File: src/inc/trs_consts.vh
// Constants for the two-wire resistor-setting host controller.
// Assumes a 125 MHz core clock and a 32-bit AXI4-Lite register bus.
`ifndef TRS_CONSTS_VH
`define TRS_CONSTS_VH
// Device register addresses.
`define TRS_REG_RES0 8'hf8
`define TRS_REG_RES1 8'hf9
`define TRS_REG_RES2 8'hfa
`define TRS_POS_MAX 8'h7f
`define TRS_HIZ_BIT 7
// Address byte layout: six type bits, select bit, direction bit.
`define TRS_TYPE_CODE_DEF 6'h2a
`define TRS_RW_READ 1'b1
`define TRS_RW_WRITE 1'b0
// Own AXI register byte offsets.
`define TRS_OFF_CTRL 4'h0
`define TRS_OFF_STAT 4'h4
`define TRS_OFF_RDATA 4'h8
`define TRS_OFF_CFG 4'hc
// Control word fields.
`define TRS_CTRL_DATA_LSB 0
`define TRS_CTRL_REG_LSB 8
`define TRS_CTRL_CMD_LSB 16
`define TRS_CMD_WRITE 2'h1
`define TRS_CMD_READ 2'h2
`define TRS_CMD_RECOVER 2'h3
// Timing: quarter periods in core cycles (125 MHz).
`define TRS_CORE_MHZ 125
`define TRS_STD_KHZ 100
`define TRS_FAST_KHZ 400
`define TRS_QTR_STD ((`TRS_CORE_MHZ * 1000) / (4 * `TRS_STD_KHZ))
`define TRS_QTR_FAST ((`TRS_CORE_MHZ * 1000) / (4 * `TRS_FAST_KHZ))
`define TRS_TW_MS 20
`define TRS_TW_CYC (`TRS_TW_MS * `TRS_CORE_MHZ * 1000)
`define TRS_RECOVER_CLOCKS 9
`endif

File: src/trs_bit_engine.v
// Two-wire bit engine: makes the serial clock by division and shapes one
// start, stop, bit or recovery clock per request.
// Assumes open-drain pins resolved outside; line inputs are synchronised.
`timescale 1ns/100ps
`default_nettype none
`include "trs_consts.vh"
module trs_bit_engine
#(
   parameter QW = 12
)
(
   // Clock and reset.
   input wire i_core_clk,
   input wire i_reset,
   // Quarter period length in core cycles.
   input wire [QW-1:0] i_qtr,
   // Request: 0 start, 1 stop, 2 bit, 3 idle clock with data released.
   input wire i_go,
   input wire [1:0] i_op,
   input wire i_bit,
   output wire o_busy,
   output reg o_done,
   output reg o_rx,
   // Synchronised line levels.
   input wire i_scl,
   input wire i_sda,
   // Line drives, high pulls the line low.
   output reg o_scl_oe,
   output reg o_sda_oe
);

////////////////////////////////////////////////////////////////////////////////
reg [QW-1:0] cnt_reg;
reg [1:0] ph_reg;
reg act_reg;
reg [1:0] op_reg;
reg bit_reg;

assign o_busy = act_reg;

always @(posedge i_core_clk)
begin
   o_done <= 1'b0;
   if (i_reset)
   begin
      cnt_reg <= {QW{1'b0}};
      ph_reg <= 2'h0;
      act_reg <= 1'b0;
      op_reg <= 2'h0;
      bit_reg <= 1'b0;
      o_rx <= 1'b0;
      o_scl_oe <= 1'b0;
      o_sda_oe <= 1'b0;
   end
   else if (!act_reg)
   begin
      if (i_go)
      begin
         act_reg <= 1'b1;
         op_reg <= i_op;
         bit_reg <= i_bit;
         ph_reg <= 2'h0;
         cnt_reg <= i_qtr;
      end
   end
   else if (cnt_reg != {QW{1'b0}})
      cnt_reg <= cnt_reg - {{(QW-1){1'b0}}, 1'b1};
   // Wait while the released clock is still pulled low elsewhere.
   else if (!(ph_reg == 2'h2 && !o_scl_oe && !i_scl))
   begin
      cnt_reg <= i_qtr;
      ph_reg <= ph_reg + 2'h1;
      case (op_reg)
         2'h0:
         begin
            // Data falls while the clock stays high.
            case (ph_reg)
               2'h0: o_sda_oe <= 1'b0;
               2'h1: o_scl_oe <= 1'b0;
               2'h2: o_sda_oe <= 1'b1;
               default: o_scl_oe <= 1'b1;
            endcase
         end
         2'h1:
         begin
            // Data rises while the clock stays high.
            case (ph_reg)
               2'h0: o_sda_oe <= 1'b1;
               2'h1: o_scl_oe <= 1'b0;
               2'h2: o_sda_oe <= 1'b0;
               default: o_sda_oe <= 1'b0;
            endcase
         end
         default:
         begin
            // Data changes only while the clock is low.
            case (ph_reg)
               2'h0: o_sda_oe <= (op_reg == 2'h2) ? ~bit_reg : 1'b0;
               2'h1: o_scl_oe <= 1'b0;
               2'h2: o_rx <= i_sda;
               default: o_scl_oe <= 1'b1;
            endcase
         end
      endcase
      if (ph_reg == 2'h3)
      begin
         act_reg <= 1'b0;
         o_done <= 1'b1;
      end
   end
end

endmodule
`default_nettype wire

File: src/trs_host.v
// Host controller for a two-wire triple resistor-setting slave.
// Assumes the bench resolves open-drain lines from the enables; AXI4-Lite
// on the core clock; the slave's select pin level is given by software.
//
// Register access over AXI4-Lite is this design's own decision.
`timescale 1ns/100ps
`default_nettype none
`include "trs_consts.vh"
module trs_host
#(
   parameter [5:0] TYPE_CODE = `TRS_TYPE_CODE_DEF, // Arbitrary value.
   parameter TW_CYCLES = `TRS_TW_CYC,
   parameter TWW = 22
)
(
   // Clock and reset.
   input wire i_core_clk,
   input wire i_reset,
   // AXI4-Lite write address and data.
   input wire i_awvalid,
   output wire o_awready,
   input wire [3:0] i_awaddr,
   input wire i_wvalid,
   output wire o_wready,
   input wire [31:0] i_wdata,
   input wire [3:0] i_wstrb,
   // AXI4-Lite write response.
   output reg o_bvalid,
   input wire i_bready,
   output reg [1:0] o_bresp,
   // AXI4-Lite read.
   input wire i_arvalid,
   output wire o_arready,
   input wire [3:0] i_araddr,
   output reg o_rvalid,
   input wire i_rready,
   output reg [31:0] o_rdata,
   output reg [1:0] o_rresp,
   // Two-wire pins.
   input wire i_scl,
   output wire o_scl,
   output wire o_scl_oe,
   input wire i_sda,
   output wire o_sda,
   output wire o_sda_oe
);

////////////////////////////////////////////////////////////////////////////////
localparam ST_IDLE = 4'h0, ST_WAITBUS = 4'h1, ST_START = 4'h2,
   ST_BYTE = 4'h3, ST_ACK = 4'h4, ST_STOP = 4'h5, ST_RDBYTE = 4'h6,
   ST_NACK = 4'h7, ST_RCVCLK = 4'h8, ST_WAITTW = 4'h9, ST_DONE = 4'ha;

reg [1:0] scl_s_reg, sda_s_reg;
reg [3:0] st_reg;
reg [2:0] idx_reg;
reg [3:0] bitn_reg;
reg [7:0] sh_reg;
reg [7:0] dev_reg, dat_reg, rd_reg;
reg [1:0] cmd_reg;
reg busy_reg, ack_err_reg, fast_reg, sel_reg, poll_reg;
reg [3:0] tries_reg;
reg [TWW-1:0] tw_reg;
reg aw_reg, w_reg;
reg [3:0] awa_reg;
reg [31:0] wd_reg;
reg go_reg;
reg [1:0] op_reg;
reg bit_reg;
wire eng_busy, eng_done, eng_rx, scl_oe, sda_oe;
localparam QTR_FAST_W = `TRS_QTR_FAST;
localparam QTR_STD_W = `TRS_QTR_STD;
wire [11:0] qtr = fast_reg ? QTR_FAST_W[11:0] : QTR_STD_W[11:0];
wire line_sync = eng_rx;
wire bus_idle = scl_s_reg[1] & sda_s_reg[1];

assign o_scl = 1'b0;
assign o_sda = 1'b0;
assign o_scl_oe = scl_oe;
assign o_sda_oe = sda_oe;

trs_bit_engine #(.QW(12)) u_eng
(
   .i_core_clk(i_core_clk),
   .i_reset(i_reset),
   .i_qtr(qtr),
   .i_go(go_reg),
   .i_op(op_reg),
   .i_bit(bit_reg),
   .o_busy(eng_busy),
   .o_done(eng_done),
   .o_rx(eng_rx),
   .i_scl(scl_s_reg[1]),
   .i_sda(sda_s_reg[1]),
   .o_scl_oe(scl_oe),
   .o_sda_oe(sda_oe)
);

always @(posedge i_core_clk)
begin
   if (i_reset)
   begin
      scl_s_reg <= 2'h3;
      sda_s_reg <= 2'h3;
   end
   else
   begin
      scl_s_reg <= {scl_s_reg[0], i_scl};
      sda_s_reg <= {sda_s_reg[0], i_sda};
   end
end

////////////////////////////////////////////////////////////////////////////////
// Register slave. A control write while busy is dropped but still answered.
assign o_awready = !aw_reg && !o_bvalid;
assign o_wready = !w_reg && !o_bvalid;
assign o_arready = !o_rvalid;
wire wr_fire = aw_reg && w_reg && !o_bvalid;
wire start_cmd = wr_fire && awa_reg == `TRS_OFF_CTRL && !busy_reg &&
   wd_reg[`TRS_CTRL_CMD_LSB +: 2] != 2'h0;

always @(posedge i_core_clk)
begin
   if (i_reset)
   begin
      aw_reg <= 1'b0;
      w_reg <= 1'b0;
      awa_reg <= 4'h0;
      wd_reg <= 32'h0;
      o_bvalid <= 1'b0;
      o_bresp <= 2'h0;
      o_rvalid <= 1'b0;
      o_rdata <= 32'h0;
      o_rresp <= 2'h0;
      fast_reg <= 1'b0;
      sel_reg <= 1'b0;
   end
   else
   begin
      if (i_awvalid && o_awready)
      begin
         aw_reg <= 1'b1;
         awa_reg <= i_awaddr;
      end
      if (i_wvalid && o_wready)
      begin
         w_reg <= 1'b1;
         wd_reg <= i_wdata;
      end
      if (wr_fire)
      begin
         aw_reg <= 1'b0;
         w_reg <= 1'b0;
         o_bvalid <= 1'b1;
         o_bresp <= (awa_reg == `TRS_OFF_CTRL || awa_reg == `TRS_OFF_CFG)
            ? 2'h0 : 2'h2;
         if (awa_reg == `TRS_OFF_CFG)
         begin
            fast_reg <= wd_reg[0];
            sel_reg <= wd_reg[1];
         end
      end
      else if (o_bvalid && i_bready)
         o_bvalid <= 1'b0;
      if (i_arvalid && o_arready)
      begin
         o_rvalid <= 1'b1;
         o_rresp <= 2'h0;
         case (i_araddr)
            `TRS_OFF_STAT: o_rdata <= {29'h0, bus_idle, ack_err_reg,
               busy_reg};
            `TRS_OFF_RDATA: o_rdata <= {24'h0, rd_reg};
            `TRS_OFF_CFG: o_rdata <= {30'h0, sel_reg, fast_reg};
            `TRS_OFF_CTRL: o_rdata <= {14'h0, cmd_reg, dev_reg, dat_reg};
            default:
            begin
               o_rdata <= 32'h0;
               o_rresp <= 2'h2;
            end
         endcase
      end
      else if (o_rvalid && i_rready)
         o_rvalid <= 1'b0;
   end
end

////////////////////////////////////////////////////////////////////////////////
// Sequencer. Byte index: 0 address(w), 1 register, 2 address(r), 3 data.
wire [7:0] addr_w = {TYPE_CODE, sel_reg, `TRS_RW_WRITE};
wire [7:0] addr_r = {TYPE_CODE, sel_reg, `TRS_RW_READ};
wire eng_idle = !eng_busy && !go_reg;

always @(posedge i_core_clk)
begin
   go_reg <= 1'b0;
   if (i_reset)
   begin
      st_reg <= ST_IDLE;
      idx_reg <= 3'h0;
      bitn_reg <= 4'h0;
      sh_reg <= 8'h0;
      dev_reg <= 8'h0;
      dat_reg <= 8'h0;
      rd_reg <= 8'h0;
      cmd_reg <= 2'h0;
      busy_reg <= 1'b0;
      ack_err_reg <= 1'b0;
      poll_reg <= 1'b0;
      tries_reg <= 4'h0;
      tw_reg <= {TWW{1'b0}};
      op_reg <= 2'h0;
      bit_reg <= 1'b0;
   end
   else
   case (st_reg)
      ST_IDLE:
         if (start_cmd)
         begin
            cmd_reg <= wd_reg[`TRS_CTRL_CMD_LSB +: 2];
            dev_reg <= wd_reg[`TRS_CTRL_REG_LSB +: 8];
            dat_reg <= wd_reg[`TRS_CTRL_DATA_LSB +: 8];
            busy_reg <= 1'b1;
            ack_err_reg <= 1'b0;
            tries_reg <= 4'h0;
            idx_reg <= 3'h0;
            poll_reg <= 1'b0;
            st_reg <= (wd_reg[`TRS_CTRL_CMD_LSB +: 2] == `TRS_CMD_RECOVER)
               ? ST_RCVCLK : ST_WAITBUS;
         end
      ST_WAITBUS:
         if (bus_idle)
         begin
            go_reg <= 1'b1;
            op_reg <= 2'h0;
            st_reg <= ST_START;
         end
      ST_RCVCLK:
         if (eng_idle)
         begin
            // Clock until data reads high, at most nine times.
            // The host holds the clock low here, so an idle bus never
            // shows: the start or stop is made directly instead.
            if (line_sync && tries_reg != 4'h0)
            begin
               go_reg <= 1'b1;
               op_reg <= 2'h0;
               st_reg <= ST_START;
            end
            else if (tries_reg == `TRS_RECOVER_CLOCKS)
            begin
               ack_err_reg <= 1'b1;
               go_reg <= 1'b1;
               op_reg <= 2'h1;
               st_reg <= ST_STOP;
            end
            else
            begin
               tries_reg <= tries_reg + 4'h1;
               go_reg <= 1'b1;
               op_reg <= 2'h3;
            end
         end
      ST_START:
         if (eng_done)
         begin
            if (cmd_reg == `TRS_CMD_RECOVER)
               st_reg <= ST_STOP;
            else
            begin
               sh_reg <= (idx_reg == 3'h2) ? addr_r : addr_w;
               bitn_reg <= 4'h0;
               st_reg <= ST_BYTE;
            end
            if (cmd_reg == `TRS_CMD_RECOVER)
            begin
               go_reg <= 1'b1;
               op_reg <= 2'h1;
            end
         end
      ST_BYTE:
         if (eng_idle)
         begin
            if (bitn_reg == 4'h8)
            begin
               go_reg <= 1'b1;
               op_reg <= 2'h2;
               bit_reg <= 1'b1;
               st_reg <= ST_ACK;
            end
            else
            begin
               go_reg <= 1'b1;
               op_reg <= 2'h2;
               bit_reg <= sh_reg[7];
               sh_reg <= {sh_reg[6:0], 1'b0};
               bitn_reg <= bitn_reg + 4'h1;
            end
         end
      ST_ACK:
         if (eng_done)
         begin
            go_reg <= 1'b1;
            bitn_reg <= 4'h0;
            if (line_sync)
            begin
               // No answer while the slave writes: poll again.
               if (poll_reg && idx_reg == 3'h0 && tw_reg != {TWW{1'b0}})
                  ;
               else
                  ack_err_reg <= 1'b1;
               op_reg <= 2'h1;
               st_reg <= ST_STOP;
            end
            else if (poll_reg)
            begin
               op_reg <= 2'h1;
               poll_reg <= 1'b0;
               tw_reg <= {TWW{1'b0}};
               st_reg <= ST_STOP;
            end
            else if (idx_reg == 3'h0)
            begin
               go_reg <= 1'b0;
               sh_reg <= dev_reg;
               idx_reg <= 3'h1;
               st_reg <= ST_BYTE;
            end
            else if (idx_reg == 3'h1 && cmd_reg == `TRS_CMD_WRITE)
            begin
               go_reg <= 1'b0;
               sh_reg <= dat_reg;
               idx_reg <= 3'h3;
               st_reg <= ST_BYTE;
            end
            else if (idx_reg == 3'h1) // Repeated start.
            begin
               op_reg <= 2'h0;
               idx_reg <= 3'h2;
               st_reg <= ST_START;
            end
            else if (idx_reg == 3'h2)
            begin
               op_reg <= 2'h2;
               bit_reg <= 1'b1;
               st_reg <= ST_RDBYTE;
            end
            else
            begin
               op_reg <= 2'h1;
               poll_reg <= 1'b1;
               st_reg <= ST_STOP;
            end
         end
      ST_RDBYTE:
         if (eng_done)
         begin
            sh_reg <= {sh_reg[6:0], eng_rx};
            go_reg <= 1'b1;
            op_reg <= 2'h2;
            bit_reg <= 1'b1;
            bitn_reg <= bitn_reg + 4'h1;
            if (bitn_reg == 4'h7)
               st_reg <= ST_NACK;
         end
      ST_NACK:
         if (eng_done)
         begin
            rd_reg <= sh_reg;
            go_reg <= 1'b1;
            op_reg <= 2'h1;
            st_reg <= ST_STOP;
         end
      ST_STOP:
         if (eng_done)
         begin
            // The write cycle starts at this stop.
            if (poll_reg && idx_reg == 3'h3)
            begin
               tw_reg <= TW_CYCLES[TWW-1:0];
               idx_reg <= 3'h0;
               st_reg <= ST_WAITTW;
            end
            else if (poll_reg)
               st_reg <= ST_WAITTW;
            else
               st_reg <= ST_DONE;
         end
      ST_WAITTW:
      begin
         if (tw_reg != {TWW{1'b0}})
            tw_reg <= tw_reg - {{(TWW-1){1'b0}}, 1'b1};
         // Poll once the bus is free; after the full time probes go on until one is answered, each refusal setting the error.
         if (bus_idle && eng_idle)
         begin
            go_reg <= 1'b1;
            op_reg <= 2'h0;
            st_reg <= ST_START;
         end
      end
      ST_DONE:
      begin
         busy_reg <= 1'b0;
         st_reg <= ST_IDLE;
      end
      default:
         st_reg <= ST_IDLE;
   endcase
end

endmodule
`default_nettype wire

File: config.mk
export PLATFORM = sky130hd
export DESIGN_NAME = trs_host
export DESIGN_NICKNAME = d
export VERILOG_FILES = /design/src/trs_bit_engine.v /design/src/trs_host.v
export VERILOG_INCLUDE_DIRS = /design/src /design/src/inc
export SDC_FILE = /design/constraint.sdc
export NUM_CORES = 1
export LEC_CHECK = 0
export ABC_CLOCK_PERIOD_IN_PS = 3800
export BUFFER_PORTS_ARGS = -buffer_cell sky130_fd_sc_hd__buf_2
export CAP_MARGIN = 20
export CORE_AREA = 2 2 181 183
export CTS_BUF_LIST = sky130_fd_sc_hd__clkbuf_8 sky130_fd_sc_hd__clkbuf_16
export CTS_CLUSTER_SIZE = 24
export DETAILED_ROUTE_END_ITERATION = 10
export DIE_AREA = 0 0 183 185
export HOLD_SLACK_MARGIN = 0.12
export PLACE_DENSITY_LB_ADDON = 0.08
export SYNTH_ARGS = -nofsm -noshare
export SYNTH_HDL_FRONTEND = slang
export SYNTH_HIERARCHICAL = 1
export SYNTH_SLANG_ARGS = --single-unit
File: constraint.sdc
create_clock -name i_core_clk -period 3.8 [get_ports i_core_clk]
set_input_delay 0.19 -clock i_core_clk [delete_from_list [all_inputs] [get_ports i_core_clk]]
set_output_delay 0.19 -clock i_core_clk [all_outputs]
set_load 0.02 [all_outputs]
After elaboration in Yosys (flattened, before gate mapping):

Cells that the tools add are included.

* flip-flop bits (word level): 168
* word-level logic and storage cells: 354
* output and inout port bits: 45

* $add $sub $neg: 5
* muxes and demuxes: 155
* equality and inequality tests: 69
* bitwise operators: 6
* reductions and logical operators: 81

Operators with widths (count)
* $mux 22: 6
* $mux 4: 25
* $mux 8: 10
* $pmux 18 s4: 1
* $pmux 22 s3: 1
* $ne 2x2->1 const B: 27
* $mux 2: 26
* $mux 1: 51
* $mux 12: 4
* $mux 3: 15
* $pmux 4 s10: 1
* $eq 4x4->1 const B: 8
* $pmux 8 s4: 1
* $eq 4x3->1 const B: 6
* $reduce_bool 22->1: 1
* $sub 22x1->22 const B: 1
* $logic_and 1x1->1: 21
* $reduce_and 10->1: 2
* $pmux 2 s8: 1
* $pmux 4 s4: 1
* $reduce_and 8->1: 2
* $reduce_and 5->1: 3
* $reduce_bool 3->1: 5
* $ne 2x1->1 const B: 7
* 39 further kinds: 90

Longest topological paths before layout:

* depth after elaboration: 9
* gate-level depth with buffers: 9
* depth with buffers taken out: 7

By module:

Netlist, hierarchy kept.

Modules (own cells, without submodules)
* trs_host: cells an instance 775, instances 1, sequential area each 2582.5 µm², area an instance 6580.1 µm²
* trs_bit_engine: cells an instance 160, instances 1, sequential area each 440.4 µm², area an instance 1285.0 µm²

Worst setup path before layout:

OpenSTA, ideal clock, no wires.

* path kind: flip-flop to flip-flop
* start: reg tries_reg[0]
* end: reg tries_reg[0]
* setup slack: 1684 ps
* data arrival time: 1995 ps
* data required time: 3679 ps
* stages on the path, launching flop included: 8
* cells stage by stage: dfxtp_1 > inv_1 > ha_1 > or3b_2 > a2111oi_0 > o221ai_1 > nor2b_1 > mux2_2

* word-level cells in the longest chain between the ends: 5

Ends and longest elaborated chain
* start: declaration: RTL line trs_host.v:61 `reg [3:0] tries_reg;`
* start signal: assignment: RTL line trs_host.v:257 `tries_reg <= tries_reg + 4'h1;`
* $add 4x1->4: RTL line trs_host.v:257
* $mux 4: RTL line trs_host.v:248 `` else if (tries_reg == `TRS_RECOVER_CLOCKS) ``
* $mux 4: RTL line trs_host.v:242 `if (line_sync && tries_reg != 4'h0)`
* $mux 4: RTL line trs_host.v:237 `if (eng_idle)`
* $pmux 4 s2: RTL line trs_host.v:214 `case (st_reg)`

Parallel ways exist; a longest one is shown, timed or not. The select of a mux whose other input is x is not followed.
A chain may end at the register's enable or synchronous reset.

Final worst setup path:

* start: reg st_reg[0]
* end: reg tw_reg[11]

* word-level cells in the longest chain between the ends: 3

Ends and longest elaborated chain
* start: declaration: RTL line trs_host.v:54 `reg [3:0] st_reg;`
* start signal: assignment: RTL line trs_host.v:226 `` st_reg <= (wd_reg[`TRS_CTRL_CMD_LSB +: 2] == `TRS_CMD_RECOVER) ``
* $eq 4x4->1 / $eq 4x3->1 (equally long branches): RTL line trs_host.v:214
* $ne 2x2->1 (no source line) (tied with other cells)
* $reduce_and 7->1 (no source line)
* end signal: assignment: RTL line trs_host.v:209 `tw_reg <= {TWW{1'b0}};`
* end signal: assignment: RTL line trs_host.v:317 `tw_reg <= {TWW{1'b0}};`
* end signal: assignment: RTL line trs_host.v:378 `tw_reg <= TW_CYCLES[TWW-1:0];`
* end: declaration: RTL line trs_host.v:62 `reg [TWW-1:0] tw_reg;`

Parallel ways exist; a longest one is shown, timed or not.

==> summary.txt <==
Outcome
  – Status: completed

Worst setup path
  – Delay-heaviest family, CP: simple AND/OR/NAND/NOR gates
  – Crit path cell chain: nand4bb_1 > nor4_4 > and3_1 > buf_4 > nor4_1 > mux2i_1
  – Critical Path Max Stage Delay: 0.76 ns
  – Buf/Inv on CP: 1
  – Worst r2r src: st_reg[0]
  – R2r endpoint: tw_reg[11]
  – Crit-path slowest cell: dfxtp_1
  – R2R Setup Slk: 1.24 ns
  – Worst Setup End Kind: flop
  – Startpoint Class: flop
  – WP data arrival: 2.88 ns
  – Critical path fanouts, max: 25
  – Worst R2R Path Depth: 6
  – Worst setup path class: flop to flop
  – Req. time, crit path: 4.12 ns

Floorplan
  – Core ar.: approximately 32,000 µm²
  – Die width: 183 µm
  – # IOs: 98
  – DIE AREA: 33,900 µm²
  – Row count: 66
  – Die height: 185 µm
  – Initial Utilization: 24.5%

Routing
  – Drt pass-1 iters: 5
  – Antenna-violating nets left: 0
  – Vias per inst: 4.91
  – Vias: 7,014
  – Drt total wl: 24,100 µm
  – Residual DRC: 0
  – Initial DRC count: just over 400
  – Routed len/inst: 16.9 µm

STA
  – Worst-Margin Slew: 0.914 ns
  – Maximum clock rate: 391 MHz
  – Worst clock skew: between 0.01 and 0.015 ns
  – Min Tclk post-route: 2.56 ns
  – Pins Over Slew Limit: 0
  – Setup tns final: 0 ns
  – Post-route clock period utilization: 67.3%
  – RSZ-0062 raised after global routing: no
  – # setup viols final: 0
  – Fin. Hold Viols: 0
  – Slew HR: 39.0%

Cells and area
  – Diode count: 0
  – Layout fillers: 3,456
  – Final Net Count: between 1k and 1.5k
  – Fin area: 9430 µm²
  – Area grow syn2layout: 19.9%
  – Ratio of cells with drive above 1 in the final layout: between 15 and 20%
  – Max FFs per register: 22

GRT
  – GRT Util Overall: roughly 15%
  – Largest net degree at the start of global routing: 64
  – Antenna violations before repair: 0
  – Total grt overflow: 0
  – Global-route wire length before repair: 38,600 µm
  – Vias in the first global route: 6,699

Logic synthesis
  – Post-synth ARST share: 0%
  – Post-Synthesis Cells: 935
  – Mean Syn Cell Area: 8.41 µm²
  – Sequential share of the synthesized area: 38.4%
  – Post-synth cell types: 81
  – Yosys warnings: 6
  – #FFs+latches synth: 151
  – Main synth FF type: dfxtp_1
  – Netlist Area Pre-Place: 7870 µm²
  – Number of flops mapped to enable cells by yosys: 0

Power
  – Internal power: 3050 µW
  – Worst VDD drop: 306 µV
  – Sw power: 1530 µW
  – Clock share of power: between 30% and 40%
  – Leakage: 0.00350 µW
  – Sequential power share: 39.8%
  – Power per cell area: 486 nW/µm²
  – Combinational share of power: 21.7%
  – Switching share of power: 33.4%

CTS
  – TritonCTS Sinks: 151
  – CTS root buf: clkbuf_16
  – CTS H-tree depth: 4
  – Setup bufs post-CTS: 0
  – Clk pin slew, worst setup/hold paths: 0.07 ns
  – TritonCTS clock tree: built
  – Num CTS Buffers: 17
  – Clk_lat worst skew: about 0.45 ns
  – Max clock buf depth: 2

Placement
  – Placer Congestion: ~0.75
  – DP HPWL: 16,600 µm
  – Placed cell area: 8530 µm²
  – IO Port Bufs: about 60

Job
  – Number of max-cap violations: 0

Min path
  – Hold_sp: i_araddr[0]
  – Hold WC Path Type: input pin to flop
  – WHS Path Cells: 4
  – Hold-critical path endpoint: o_rdata[1]
cells by family after synthesis:
logic type      count (synthesis)  synth area share [%]
flops                         151                  38.4
mux                            53                  7.14
buf+inv                       108                  6.41
simple gates                  362                  24.5
xor+xnor                        4                 0.446
other cells                     2                0.0955
compound gates                237                  20.1
fa+ha+maj                      18                  2.86
routing by layer:
layer  share of wire [%]  vias to the layer above  wire length [µm]  GRT usage [%]
met5                   0                        -                 0              0
met4                 1.2                        0               298           4.42
met3                 3.5                       17               840           2.75
met2                  48                      135             11500           24.6
met1                  47                     3326             11400           19.3
li1                    -                     3536                 -              -
power by group through the flow:
stage          clock (µW)  combinational (µW)  sequential (µW)
2_1_floorplan           0                 789             1780
3_3_place_gp            0                 988             1860
3_5_place_dp            0                 977             1860
4_1_cts              1840                1010             1820
5_1_grt              1890                1120             1840
6_report             1770                 996             1820
worst max-delay path by stage:
| stage | from | end | depth (start not counted) |
|---|---|---|---|
| after CTS | st_reg[0] | tw_reg[19] | 6 |
| final | st_reg[0] | tw_reg[11] | 6 |
| after floorplan | tries_reg[0] | tries_reg[0] | 7 |
| after detailed placement | st_reg[0] | tw_reg[6] | 6 |
| after global placement | st_reg[0] | tw_reg[6] | 6 |
| after global routing | st_reg[0] | tw_reg[8] | 6 |
cells in the mapped netlist (12+ instances only):
cell type,n,area [µm²]
nand2b_1,13,81.3
a31oi_1,22,138
buf_2,16,80.1
a21oi_1,83,415
mux2i_1,46,460
ha_1,18,225
or3_1,19,119
o21ai_0,22,110
inv_1,29,109
nor2_1,103,387
buf_4,19,143
clkbuf_1,38,143
nand2_1,73,274
dfxtp_1,151,3020
or4_1,12,90.1
nand3_1,30,150
o31ai_1,19,143
nor3_1,22,110
a22oi_1,14,105
per-stage QoR:
stage	total power, µW	util, %	setup WS, ns	hold WS (ns)	std cells
6_report	4590	29.4	1.24	0.164	1428
4_1_cts	4670	29.4	1.13	0.150	1427
3_5_place_dp	2840	26.6	1.12	0.384	1366
2_1_floorplan	2570	-	1.68	0.280	958
3_3_place_gp	2850	26.6	1.14	0.376	1366
5_1_grt	4850	29.4	1.02	0.190	1428
layout make-up:
class,instances,area (µm²),share of cell area (%)
well taps,408,510,5.41
repair buffers,109,748,7.94
multi-input cells,699,4440,47.1
clock inverters,14,159,1.69
clock buffers,18,439,4.66
flip-flops and latches,151,3020,32.1
inverters,29,109,1.15
placed cells by master, fill, tap and decap left out, types with 5 or more instances in the layout:
cell | synthesis | routed
and2_1 | 4 | 5
conb_1 | 2 | 25
a211oi_1 | 7 | 7
a311oi_1 | 7 | 7
o31ai_1 | 19 | 19
mux2_2 | 5 | 5
dfxtp_1 | 151 | 151
or4_1 | 12 | 12
o21ai_0 | 22 | 21
inv_6 | 0 | 6
a31oi_1 | 22 | 22
clkbuf_16 | 0 | 17
nor4_1 | 10 | 10
or2_2 | 7 | 7
a22oi_1 | 14 | 14
nor2_1 | 103 | 103
nand2_1 | 73 | 73
nor3_1 | 22 | 22
dlygate4sd3_1 | 0 | 29
nor2b_1 | 10 | 10
nand2b_1 | 13 | 13
a21oi_1 | 83 | 83
buf_2 | 16 | 60
buf_4 | 19 | 19
ha_1 | 18 | 18
nand3_1 | 30 | 30
mux2i_1 | 46 | 46
a221oi_1 | 9 | 9
or3_1 | 19 | 19
nand4_1 | 6 | 6
o211ai_1 | 7 | 7
inv_1 | 29 | 30
nand3b_1 | 9 | 9
or3b_2 | 6 | 6
what timing repair did:
| action | CTS | global route |
|---|---|---|
| endpoints found under the setup margin | 0 | 0 |
| hold endpoints to repair | 27 | 0 |
| hold buffers | 29 | 0 |
| resized for setup | 0 | 0 |
worst reg2reg max path, delay by kind of cell (launching register included):
family / cells / cell delay (ns)
multiplexers: 1 / 0.12
flip-flops: 1 / 0.76
buffers and inverters: 1 / 0.31
AND/OR/NAND/NOR: 4 / 1.24
Note: power is estimated with default switching activity, not from simulation.
